### src/hw/lps_pkg.sv
/*
  Package for the protection and status register bank: addresses, field positions,
  reset values and deglitch timing.
  Assumes a byte-wide register port driven by a serial bus engine outside this block.
*/
package lps_pkg;
  localparam logic [7:0] LPS_ADDR_STATUS1 = 8'h00;
  localparam logic [7:0] LPS_ADDR_STATUS2 = 8'h01;
  localparam logic [7:0] LPS_ADDR_DATA1 = 8'h02;
  localparam logic [7:0] LPS_ADDR_POLICY = 8'h05;
  localparam logic [7:0] LPS_POLICY_RESET = 8'h00;
  localparam logic [7:0] LPS_DATA1_RESET = 8'h00;
  localparam logic [7:0] LPS_POLICY_MASK = 8'hC9;
  localparam logic [7:0] LPS_DATA1_MASK = 8'h0F;
  localparam int LPS_BIT_DIAG_EN = 0;
  localparam int LPS_BIT_OL_REC = 3;
  localparam int LPS_BIT_TH_REC = 6;
  localparam int LPS_BIT_COMP = 7;
  localparam int LPS_BIT_OLF = 0;
  localparam int LPS_BIT_VLOW = 2;
  localparam int LPS_BIT_PDO = 4;
  localparam int LPS_BIT_OTF = 6;
  localparam int LPS_BIT_PNG = 7;
  localparam int LPS_DEGLITCH_NS = 1000;
  localparam int LPS_CLK_NS = 50;
  localparam int LPS_DEGLITCH_CYC = (LPS_DEGLITCH_NS + LPS_CLK_NS - 1) / LPS_CLK_NS;
endpackage

### src/hw/lps_sense_if.sv
/*
  Interface carrying synchronised condition levels between sense front end and core.
  Assumes one clock domain.
*/
interface lps_sense_if;
  logic overload;
  logic vLow;
  logic pdRaw;
  logic otHot;
  logic otCool;
  logic input_power_not_good_flag;
  modport src (output overload, vLow, pdRaw, otHot, otCool, input_power_not_good_flag);
  modport dst (input overload, vLow, pdRaw, otHot, otCool, input_power_not_good_flag);
endinterface

### src/hw/lps_core.sv
/*
  Protection policy control register, output voltage select register and first
  diagnostic status register, with recovery sequencing after overload and overtemperature.
  Assumes a byte register port (address, write strobe, read strobe) from a bus engine,
  and comparator levels arriving asynchronously from the analog side.
*/
// Contract
// - Policy control register is read/write at address 0x5.
// - All policy control bits clear to zero at reset.
// - Bit 0 enables the minimum-current diagnostic, raising output to diagnostic level.
// - Overload with bit 3 set clears voltage select and disables output.
// - Bit 3 clear: output returns with old select once overload clears.
// - Overtemperature with bit 6 set clears voltage select and disables output.
// - Bit 6 clear: output returns with old select once overtemperature clears.
// - Bit 7 selects high-ESR compensation when one, low-ESR when zero.
// - Status registers are read only; writes to them are ignored.
// - First status at address 0x0, second status at 0x1.
// - Status bit 0 shows overload protection active.
// - Status bit 2 shows output voltage below monitor threshold.
// - Status bit 4 set only after pull-down overcurrent outlasts deglitch time.
// - Status bit 6 sets above 150 C, clears below 135 C.
// - Status bit 7 shows input supply below power-good threshold.
// - Voltage select occupies bits 0 to 3 of register 0x2.
// - Data register 0x2 reads back the low four bits of the last written byte, upper bits zero; a locking trip clears the low bits to zero.
module lps_core
  import lps_pkg::*;
#(
  parameter int DEGLITCH_CYC = LPS_DEGLITCH_CYC
)(
  // Clock and reset
  input wire logic clk_sys,
  input wire logic rst_n,
  // Register port
  input wire logic [7:0] regAddr,
  input wire logic [7:0] regWdata,
  input wire logic regWrite,
  input wire logic regRead,
  output logic [7:0] regRdata,
  output logic regRvalid,
  // Second status register contents from elsewhere
  input wire logic [7:0] status2In,
  // Analog comparator levels
  input wire logic overloadIn,
  input wire logic vLowIn,
  input wire logic pdOvercurrentIn,
  input wire logic tempAbove150In,
  input wire logic tempBelow135In,
  input wire logic powerNotGoodIn,
  // Controls to the analog side
  output logic [3:0] outputVoltageSelect,
  output logic outputEnable,
  output logic minCurrentDiagEnable,
  output logic compHighEsr
);
  typedef enum logic [2:0] {
    LPS_RUN = 3'b001,
    LPS_HOLD = 3'b010,
    LPS_LOCKED = 3'b100
  } lps_state_t;

  typedef struct packed {
    lps_state_t fsm;
    logic [7:0] policy;
    logic [3:0] output_voltage_select;
    logic overtemp;
    logic pdFlag;
    logic [15:0] pdCount;
    logic [7:0] rdata;
    logic rvalid;
  } lps_core_t;

  lps_core_t st;
  lps_core_t next_st;
  lps_sense_if sense();
  logic [5:0] syncLevels;
  logic [7:0] status1;
  logic tripOl;
  logic tripOt;
  logic lockOnTrip;

  function automatic logic addrHit(input logic [7:0] a, input logic [7:0] target);
    addrHit = (a == target);
  endfunction

  lps_sync #(
    .WIDTH(6)
  ) uSync (
    .clk_sys(clk_sys),
    .rst_n(rst_n),
    .rawIn({powerNotGoodIn, tempBelow135In, tempAbove150In, pdOvercurrentIn, vLowIn,
      overloadIn}),
    .syncOut(syncLevels)
  );

  assign sense.overload = syncLevels[0];
  assign sense.vLow = syncLevels[1];
  assign sense.pdRaw = syncLevels[2];
  assign sense.otHot = syncLevels[3];
  assign sense.otCool = syncLevels[4];
  assign sense.input_power_not_good_flag = syncLevels[5];

  // Live status byte, reserved bits zero
  always_comb
  begin
    status1 = 8'h00;
    status1[LPS_BIT_OLF] = sense.overload;
    status1[LPS_BIT_VLOW] = sense.vLow;
    status1[LPS_BIT_PDO] = st.pdFlag;
    status1[LPS_BIT_OTF] = st.overtemp;
    status1[LPS_BIT_PNG] = sense.input_power_not_good_flag;
  end

  assign tripOl = sense.overload;
  assign tripOt = st.overtemp;
  // Trip with its own lock-type policy bit set (overload bit 3, overtemperature bit 6) clears the select
  assign lockOnTrip = (tripOl && st.policy[LPS_BIT_OL_REC])
    || (tripOt && st.policy[LPS_BIT_TH_REC]);

  always_comb
  begin
    next_st = st;
    next_st.rvalid = 1'b0;

    // Overtemperature with hysteresis
    if (sense.otHot)
      next_st.overtemp = 1'b1;
    else if (sense.otCool)
      next_st.overtemp = 1'b0;

    // Pull-down overcurrent deglitch
    if (!sense.pdRaw)
    begin
      next_st.pdCount = '0;
      next_st.pdFlag = 1'b0;
    end
    else if (st.pdCount >= 16'(DEGLITCH_CYC))
      next_st.pdFlag = 1'b1;
    else
      next_st.pdCount = st.pdCount + 16'h0001;

    // Register writes; status addresses take no write
    if (regWrite)
    begin
      if (addrHit(regAddr, LPS_ADDR_POLICY))
        next_st.policy = regWdata & LPS_POLICY_MASK;
      else if (addrHit(regAddr, LPS_ADDR_DATA1))
        next_st.output_voltage_select = regWdata[3:0];
    end

    // Recovery sequencing
    case (st.fsm)
      LPS_RUN:
      begin
        if (lockOnTrip)
          next_st.fsm = LPS_LOCKED;
        else if (tripOl || tripOt)
          next_st.fsm = LPS_HOLD;
      end
      LPS_HOLD:
      begin
        if (lockOnTrip)
          next_st.fsm = LPS_LOCKED;
        else if (!tripOl && !tripOt)
          next_st.fsm = LPS_RUN;
      end
      LPS_LOCKED:
      begin
        if (!tripOl && !tripOt)
          next_st.fsm = LPS_RUN;
      end
      default:
        next_st.fsm = LPS_RUN;
    endcase

    // Trip clear wins over a simultaneous select write
    if (lockOnTrip || (st.fsm == LPS_LOCKED && (tripOl || tripOt)))
      next_st.output_voltage_select = 4'h0;

    // Read data, sampled live at the read strobe
    if (regRead)
    begin
      next_st.rvalid = 1'b1;
      if (addrHit(regAddr, LPS_ADDR_STATUS1))
        next_st.rdata = status1;
      else if (addrHit(regAddr, LPS_ADDR_STATUS2))
        next_st.rdata = status2In;
      else if (addrHit(regAddr, LPS_ADDR_DATA1))
        next_st.rdata = {4'h0, st.output_voltage_select};
      else if (addrHit(regAddr, LPS_ADDR_POLICY))
        next_st.rdata = st.policy;
      else
        next_st.rdata = 8'h00;
    end
  end

  always_ff @(posedge clk_sys)
  begin
    if (!rst_n)
    begin
      st.fsm <= LPS_RUN;
      st.policy <= LPS_POLICY_RESET;
      st.output_voltage_select <= LPS_DATA1_RESET[3:0];
      st.overtemp <= 1'b0;
      st.pdFlag <= 1'b0;
      st.pdCount <= '0;
      st.rdata <= 8'h00;
      st.rvalid <= 1'b0;
    end
    else
      st <= next_st;
  end

  assign regRdata = st.rdata;
  assign regRvalid = st.rvalid;
  assign outputVoltageSelect = st.output_voltage_select;
  // Output off while any trip is active or the select is zero; on with held select otherwise
  assign outputEnable = (st.fsm == LPS_RUN) && (st.output_voltage_select != 4'h0);
  assign minCurrentDiagEnable = st.policy[LPS_BIT_DIAG_EN];
  assign compHighEsr = st.policy[LPS_BIT_COMP];
endmodule // lps_core

### src/hw/lps_sync.sv
/*
  Two-flop synchroniser for the analog comparator levels.
  Assumes asynchronous comparator outputs.
*/
module lps_sync
  import lps_pkg::*;
#(
  parameter int WIDTH = 6
)(
  // Clock and reset
  input wire logic clk_sys,
  input wire logic rst_n,
  // Raw and synchronised levels
  input wire logic [WIDTH-1:0] rawIn,
  output logic [WIDTH-1:0] syncOut
);
  typedef struct packed {
    logic [WIDTH-1:0] stage1;
    logic [WIDTH-1:0] stage2;
  } lps_sync_t;
  lps_sync_t st;
  lps_sync_t next_st;
  always_comb
  begin
    next_st.stage1 = rawIn;
    next_st.stage2 = st.stage1;
  end
  always_ff @(posedge clk_sys)
  begin
    if (!rst_n)
      st <= '0;
    else
      st <= next_st;
  end
  assign syncOut = st.stage2;
endmodule // lps_sync

### config.mk
export PLATFORM = sky130hd
export DESIGN_NAME = lps_core
export DESIGN_NICKNAME = d
export VERILOG_FILES = /design/src/hw/lps_pkg.sv /design/src/hw/lps_sense_if.sv /design/src/hw/lps_core.sv /design/src/hw/lps_sync.sv
export SDC_FILE = /design/constraint.sdc
export NUM_CORES = 1
export LEC_CHECK = 0
export ABC_AREA = 1
export ABC_CLOCK_PERIOD_IN_PS = 1580
export CORE_ASPECT_RATIO = 1.4
export CORE_UTILIZATION = 62
export CTS_CLUSTER_DIAMETER = 150
export DETAILED_ROUTE_END_ITERATION = 6
export DONT_BUFFER_PORTS = 1
export PLACE_DENSITY = 0.76
export SYNTH_ARGS = -nofsm -noshare
export SYNTH_HDL_FRONTEND = slang
export SYNTH_SLANG_ARGS = --single-unit
### constraint.sdc
create_clock -name clk_sys -period 1.58 [get_ports clk_sys]
set_clock_uncertainty 0.15 [all_clocks]
set_input_delay 0.079 -clock clk_sys [delete_from_list [all_inputs] [get_ports clk_sys]]
set_output_delay 0.079 -clock clk_sys [all_outputs]
set_load 0.1 [all_outputs]
==> summary.txt, run 1 <==
Run status
  – Status: finished, violations left
  – Failing checks: negative hold slack

Finish
  – Finished Core Util: 80.8%
  – Layout area overhead: 25.0%
  – Post-route insts no fill: 363
  – Diodes inserted: 0
  – NumNets Final: 358
  – Layout cell share with drive strength beyond 1: 16.1%
  – Fill count: 234

Setup path
  – Buffers & Inverters on Critical Path: 3
  – Crit start category: input port
  – FF-to-FF Start: st[39]
  – Reg2Reg Setup Slack: 220 ps
  – Slowest stage delay, CP: 570 ps
  – Crit-path max FO: 13
  – Reg2Reg Capture Point: outputVoltageSelect[2]
  – Worst EP required: 1630 ps
  – Critical setup path kind: input port to flop
  – Critical Path Slowest Stage Cell: dlygate4sd3_1
  – Crit path DAT: 1580 ps
  – Most frequent CP cell: nand2_2
  – Crit. End Element: flop
  – Cell Chain, Critical Path: dlygate4sd3_1 > nor2_2 > nand2_2 > inv_6 > nand2_2 > nor2_4 > inv_2 > o21ai_1 > nor2_1
  – Crit-path leading delay family: buffers and inverters
  – Reg2reg path depth: 6

Timing
  – Slew HR: 63.7%
  – Hold slack: -1.89 ps
  – Period utilization: 97.0%
  – Post-route minimum period: 1530 ps
  – Slew at the pin with the worst max-slew slack: 545 ps
  – Fmax: 653 MHz
  – Final Max Slew Viols: 0
  – Min setup slack post-route: 47.5 ps
  – Setup violators final: 0
  – Hold Fails Final Rpt: 1

Yosys
  – Sequential element share of the synthesized area: 46.2%
  – YS warnings: 0
  – Mapped Avg Cell Area: 7.70 µm²
  – Post-Synthesis Net Count: 317
  – Post-synth EDFFs: 0
  – Syn Std Cell Area: 0.00216 mm²
  – Synthesis-stage register bit count: 50
  – Synth unique cells: 33
  – Fraction of registers with async set/reset: 0%
  – Post-synthesis cell count: 281
  – Top_reg_cell synth: dfxtp_1

Power and ir drop
  – Final Power: 2.25 mW
  – LEAKAGE: 1.18 nW
  – Worst VDD drop: 0.889 mV
  – P per Cell Area: 831 mW/mm²

Detailed routing
  – Post-DR vias/cell: 5.12
  – Vias: 1858
  – Antenna viol nets, final: 0
  – Routed WL: 4.62 mm
  – First-pass DRT Iterations: 4
  – 1st-iter DRT viols: 48
  – WL/cell: 12.7 µm
  – Detailed-route DRC error count: 0

Placement
  – Final HPWL DP: 2.85 mm
  – RD Place Congestion: 0.820
  – # port buffers: 0
  – Setup Slack @ Placement: 268 ps
  – DP Cell Count: 320

Clock network
  – CTS buffer count: 5
  – Htree depth: 2
  – Insertion delay to the later sink of the worst-skew pair: 300 ps
  – CTS tree: built
  – CTS max path bufs: 2
  – Clk sinks: 50
  – CTS root buffer: clkbuf_8
  – CTS clk-pin slew, worst paths: 80 ps

GRT
  – Initial antenna violation count: 0
  – Largest net degree at the start of global routing: 17
  – Grt ovf: 0
  – First-pass GRT wire length: 7.55 mm
  – Gr usage total: 27.5%
  – Vias in the first global route: 1792

Worst hold path
  – Worst hold endpoint: regRdata[4]
  – WHS Path Cells: 5
  – Hold Crit Class: input port to flop
  – Hold path startpoint: regAddr[1]

Die
  – Die Area: 0.00373 mm²
  – CORE AREA: 0.00335 mm²
  – # IOs: 50
  – Initial core utilization: 64.7%
  – Chip width: 51.9 µm
  – Die H: 71.9 µm
  – Number of cell rows: 25

Job
  – Max Cap Viol: 0
power breakdown:
part / internal, mW / switching, mW / total, mW
clock: 0.353 / 0.384 / 0.737
combinational: 0.0954 / 0.122 / 0.218
sequential: 1.28 / 0.0110 / 1.29
total: 1.73 / 0.517 / 2.25
cell usage after synthesis (2+ instances only):
master / n / area (µm²)
dfxtp_1: 50 / 1000
inv_1: 44 / 165
nand2_1: 40 / 150
nor2_1: 36 / 135
nand3_1: 23 / 115
buf_4: 12 / 90.1
o21ai_0: 12 / 60.1
a21oi_1: 11 / 55.1
nand4_1: 7 / 43.8
nand2_2: 6 / 37.5
a21oi_2: 5 / 43.8
buf_2: 4 / 20.0
nor2_4: 4 / 45.0
inv_2: 3 / 11.3
a31oi_1: 2 / 12.5
ha_1: 2 / 25.0
nor2_2: 2 / 12.5
o21ai_1: 2 / 10.0
xnor2_1: 2 / 17.5
cells in the final DEF, fill, tap and decap left out, types with 2 or more instances in the layout:
cell	instances
dlygate4sd3_1	31
o21ai_1	2
nor2_1	34
a21oi_1	11
inv_1	44
a31oi_1	2
dfxtp_1	50
nand2_1	40
nand2_2	6
o21ai_0	12
ha_1	2
nor2_4	4
a21oi_2	5
clkbuf_8	6
buf_12	3
buf_4	16
nand4_1	7
nor2_2	4
dlymetal6s4s_1	2
inv_2	3
nand3_1	23
xnor2_1	2
state kept, by name, indices dropped and copies added (netlist names):
name	cells
regRvalid	1
outputVoltageSelect	4
compHighEsr	1
regRdata	8
uSync.syncOut	6
minCurrentDiagEnable	1
tripOt	1
st	22
uSync.next_st	6
worst max path at each step:
stage | from | end | slack (ps) | depth (start not counted)
global placement | tripOt | outputVoltageSelect[3] | 310 | 5
detailed placement | st[11] | st[9] | 270 | 5
floorplan | minCurrentDiagEnable | regRdata[0] | 20 | 4
CTS | rst_n | st[9] | 9 | 5
global route | regAddr[4] | outputVoltageSelect[0] | -20 | 9
finish | regAddr[4] | outputVoltageSelect[2] | 50 | 9
worst register-to-register path, stage by stage, from the launching register on:
cell and delay (ps):
dfxtp_1 360, inv_1 60, nand3_1 120, nor2_1 80
nor3_2 270, o21ai_1 130, nor2_1 120
area by class of cell:
type | instances | area, µm² | area share (%)
Clock buffer | 7 | 86.3 | 3.19
Clock inverter | 1 | 5.00 | 0.185
Inverter | 48 | 185 | 6.85
Multi-Input combinational cell | 165 | 862 | 31.9
Sequential cell | 50 | 1000 | 37.0
Tap cell | 40 | 50.0 | 1.85
Timing Repair Buffer | 52 | 515 | 19.1
timing repair:
| action | in CTS | in global routing |
|---|---|---|
| hold buffers | 33 | 0 |
| setup buffers | 0 | 2 |
| endpoints found under the hold margin | 36 | 0 |
| setup endpoints to repair | 0 | 20 |
| gates resized for setup | 0 | 5 |
cell families after synthesis:
group	share of synthesized area, %
xor+xnor	1.21
compound gates	10.5
flops	46.2
buf+inv	14.2
simple gates	26.7
fa+ha+maj	1.16
layer usage:
metal | vias up | track usage [%] | wire [µm]
li1 | 952 | - | -
met1 | 833 | 28.7 | 1790
met2 | 57 | 48.9 | 2450
met3 | 16 | 8.60 | 232
met4 | 0 | 12.3 | 141
met5 | - | 0 | 0
per-stage QoR:
step           area (µm²)  hold WS [ps]  setup TNS [ps]
3_3_place_gp         2260          27.8               0
4_1_cts              2680          6.54               0
3_5_place_dp         2260          29.9               0
6_report             2710         -1.89               0
2_1_floorplan        2170          26.6               0
5_1_grt              2710          5.66           -32.1
No activity file was read; power rests on OpenSTA's default activity.
==> run 2: changes to the inputs <==
Settings changed: ABC_AREA 1 to 0, CORE_UTILIZATION 62 to 61, PLACE_DENSITY 0.76 to 0.75.
==> run 2 against run 1 <==
  * Global-route usage increased by 5.0 points
  * Utilization increased by 6.8 points
  * Largest power group unchanged
  * Die area decreased by 4.4%
  * Synthesized cell count decreased by 26%
  * Synthesized area decreased by 6.1%
  * Critical endpoint is now st[12]
  * Non-clock buffer count increased by 11
  * The run ends with negative hold slack, negative setup slack left
==> summary.txt, run 2 <==
Finish
  – Layout cell share with drive strength beyond 1: 20.5%
  – Most common cell after layout, fill and taps aside: dfxtp_1
  – Diodes inserted: 0
  – Most frequent cells in the layout: dfxtp_1, dlygate4sd3_1, buf_4
  – Top reg by flops: st
  – Post-route insts no fill: 297
  – NumNets Final: 293
  – Largest register FFs: 22
  – Layout area overhead: 36.0%
  – Fill count: 147

Yosys
  – Post-Synthesis Net Count: 243
  – Synthesis-stage register bit count: 50
  – Syn Std Cell Area: 0.00203 mm²
  – Synth top area cells: dfxtp_1, mux2i_1, buf_4, and2_1, and3_1
  – Post-synth top area share: 49.3%
  – Mapped Avg Cell Area: 9.82 µm²
  – Synth unique cells: 40
  – Top_reg_cell synth: dfxtp_1
  – Most frequent cell after synthesis: dfxtp_1
  – Post-synth EDFFs: 0
  – YS warnings: 0
  – Fraction of registers with async set/reset: 0%
  – Post-synthesis cell count: 207
  – Post-synth top cells: dfxtp_1, nor2_1, and2_1, buf_4, and3_1
  – Most area-hungry cell type in the Yosys netlist: dfxtp_1
  – Sequential element share of the synthesized area: 49.3%

Timing
  – Hold slack: -255 ps
  – Setup violators final: 3
  – Period utilization: 106%
  – Min setup slack post-route: -102 ps
  – Slew at the pin with the worst max-slew slack: 473 ps
  – Slew HR: 68.4%
  – RSZ-0062 raised after global routing: true
  – Final Max Slew Viols: 0
  – Post-route minimum period: 1680 ps
  – Fmax: 595 MHz
  – Hold Fails Final Rpt: 21

Power and ir drop
  – Worst VDD drop: 1.16 mV
  – P per Cell Area: 838 mW/mm²
  – LEAKAGE: 1.15 nW

Detailed routing
  – WL/cell: 18.2 µm
  – Vias: 1738
  – Antenna viol nets, final: 0
  – Routed WL: 5.41 mm
  – Post-DR vias/cell: 5.85
  – 1st-iter DRT viols: 43
  – Detailed-route DRC error count: 0
  – First-pass DRT Iterations: 4

Clock network
  – CTS root buffer: clkbuf_8
  – CTS clk-pin slew, worst paths: 90 ps
  – CTS tree: built
  – CTS buffer count: 5
  – Insertion delay to the later sink of the worst-skew pair: 290 ps
  – CTS max path bufs: 2
  – Htree depth: 2
  – Clk sinks: 50

Setup path
  – Reg2Reg Setup Slack: -100 ps
  – Crit path DAT: 1770 ps
  – FF-to-FF Start: st[15]
  – Worst Setup SP: st[15]
  – Critical path endpoint: st[12]
  – Worst EP required: 1670 ps
  – Reg2Reg Capture Point: st[12]
  – Critical setup path kind: flop to flop
  – Crit. End Element: flop
  – Crit start category: flop
  – Crit-path max FO: 5
  – Reg2reg path depth: 4

Placement
  – Final HPWL DP: 2.83 mm
  – RD Place Congestion: 0.890
  – DP Cell Count: 248
  – # port buffers: 0

GRT
  – Gr usage total: 32.5%
  – Initial antenna violation count: 0
  – Grt ovf: 0
  – Largest net degree at the start of global routing: 42
  – Vias in the first global route: 1872
  – First-pass GRT wire length: 8.52 mm

Die
  – CORE AREA: 0.00315 mm²
  – Number of cell rows: 24
  – Die H: 70.3 µm
  – Initial core utilization: 64.4%
  – Die Area: 0.00357 mm²
  – Chip width: 50.8 µm
  – # IOs: 50

Run status
  – Failing checks: negative hold slack, negative setup slack
  – Status: finished, violations left

Worst hold path
  – Hold Crit Class: input port to flop

Job
  – Max Cap Viol: 0
## run 2: cell count changes in the layout (fill, tap and decap cells not counted), moves of 10 or more
| cell | previous run | this run |
|---|---|---|
| and2_1 | 0 | 12 |
| and3_1 | 0 | 11 |
| inv_1 | 44 | 7 |
| mux2i_1 | 0 | 10 |
| nand2_1 | 40 | 5 |
| nand3_1 | 23 | 5 |
| nor2_1 | 34 | 14 |
## run 2: final cells by class
| class | count | area, µm² | share of cell area, % |
|---|---|---|---|
| clock buffer | 7 | 76.3 | 2.76 |
| sequential | 50 | 1010 | 36.7 |
| timing repair buffer | 63 | 586 | 21.2 |
| multi-input combinational | 130 | 982 | 35.6 |
| tap | 39 | 48.8 | 1.77 |
| clock inverter | 1 | 30.0 | 1.09 |
| inverter | 7 | 26.3 | 0.951 |
## run 2: logic make-up after synthesis
group	share of synthesized area [%]
and+or+nand+nor	25.2
adders and majority gates	1.23
buffers and inverters	7.20
xor gates and xnor gates	0.431
DFF	49.3
muxes	6.03
AOI/OAI and AO/OA	10.6
## run 2: worst min path at each step
stage,start,to,slack [ps],cells past startpoint
floorplan,overloadIn,uSync.next_st[0],60,1
global placement,rst_n,st[39],10,1
detailed placement,rst_n,st[39],20,1
CTS,rst_n,st[39],-290,1
global route,rst_n,st[39],-270,1
finish,rst_n,st[39],-260,1
## run 2: report_power, final
group | internal [mW] | total, mW | switching, mW | leakage [nW]
Clock | 0.474 | 0.869 | 0.395 | 0.0524
Sequential | 1.28 | 1.29 | 0.0136 | 0.410
Combinational | 0.0818 | 0.155 | 0.0729 | 0.686
## run 2: metrics by stage
| step | setup TNS, ps | cell area (µm²) | power [mW] | util (%) | worst slack (ps) |
|---|---|---|---|---|---|
| 3_5_place_dp | -428 | 2150 | 1.41 | 68.2 | -104 |
| 3_3_place_gp | -41.1 | 2150 | 1.40 | 68.2 | -23.9 |
| 2_1_floorplan | 0 | 2040 | 1.41 | - | 3.91 |
| 5_1_grt | -293 | 2760 | 2.39 | 87.6 | -121 |
| 6_report | -217 | 2760 | 2.31 | 87.6 | -102 |
| 4_1_cts | 0 | 2680 | 2.31 | 84.9 | 22.0 |
## run 2: routing by layer
layer | track usage (%) | wire length [µm] | vias up
li1 | - | - | 815
met1 | 34.1 | 1970 | 806
met2 | 58.4 | 2890 | 88
met3 | 7.19 | 312 | 29
met4 | 17.0 | 240 | 0
met5 | 0 | 0 | -
## run 2: timing repair
action                     CTS  global route
hold buffers                40             1
buffers inserted             1             0
pin swaps                    3             9
resized for setup            2            21
hold endpoints to repair    50            22
setup endpoints to repair    3            21
## run 2: worst max-delay path, cell delays in order (launching register included)
cell	delay [ps]
dfxtp_2	340
nor4_4	300
nand4_1	270
or3_1	430
a21oi_2	130
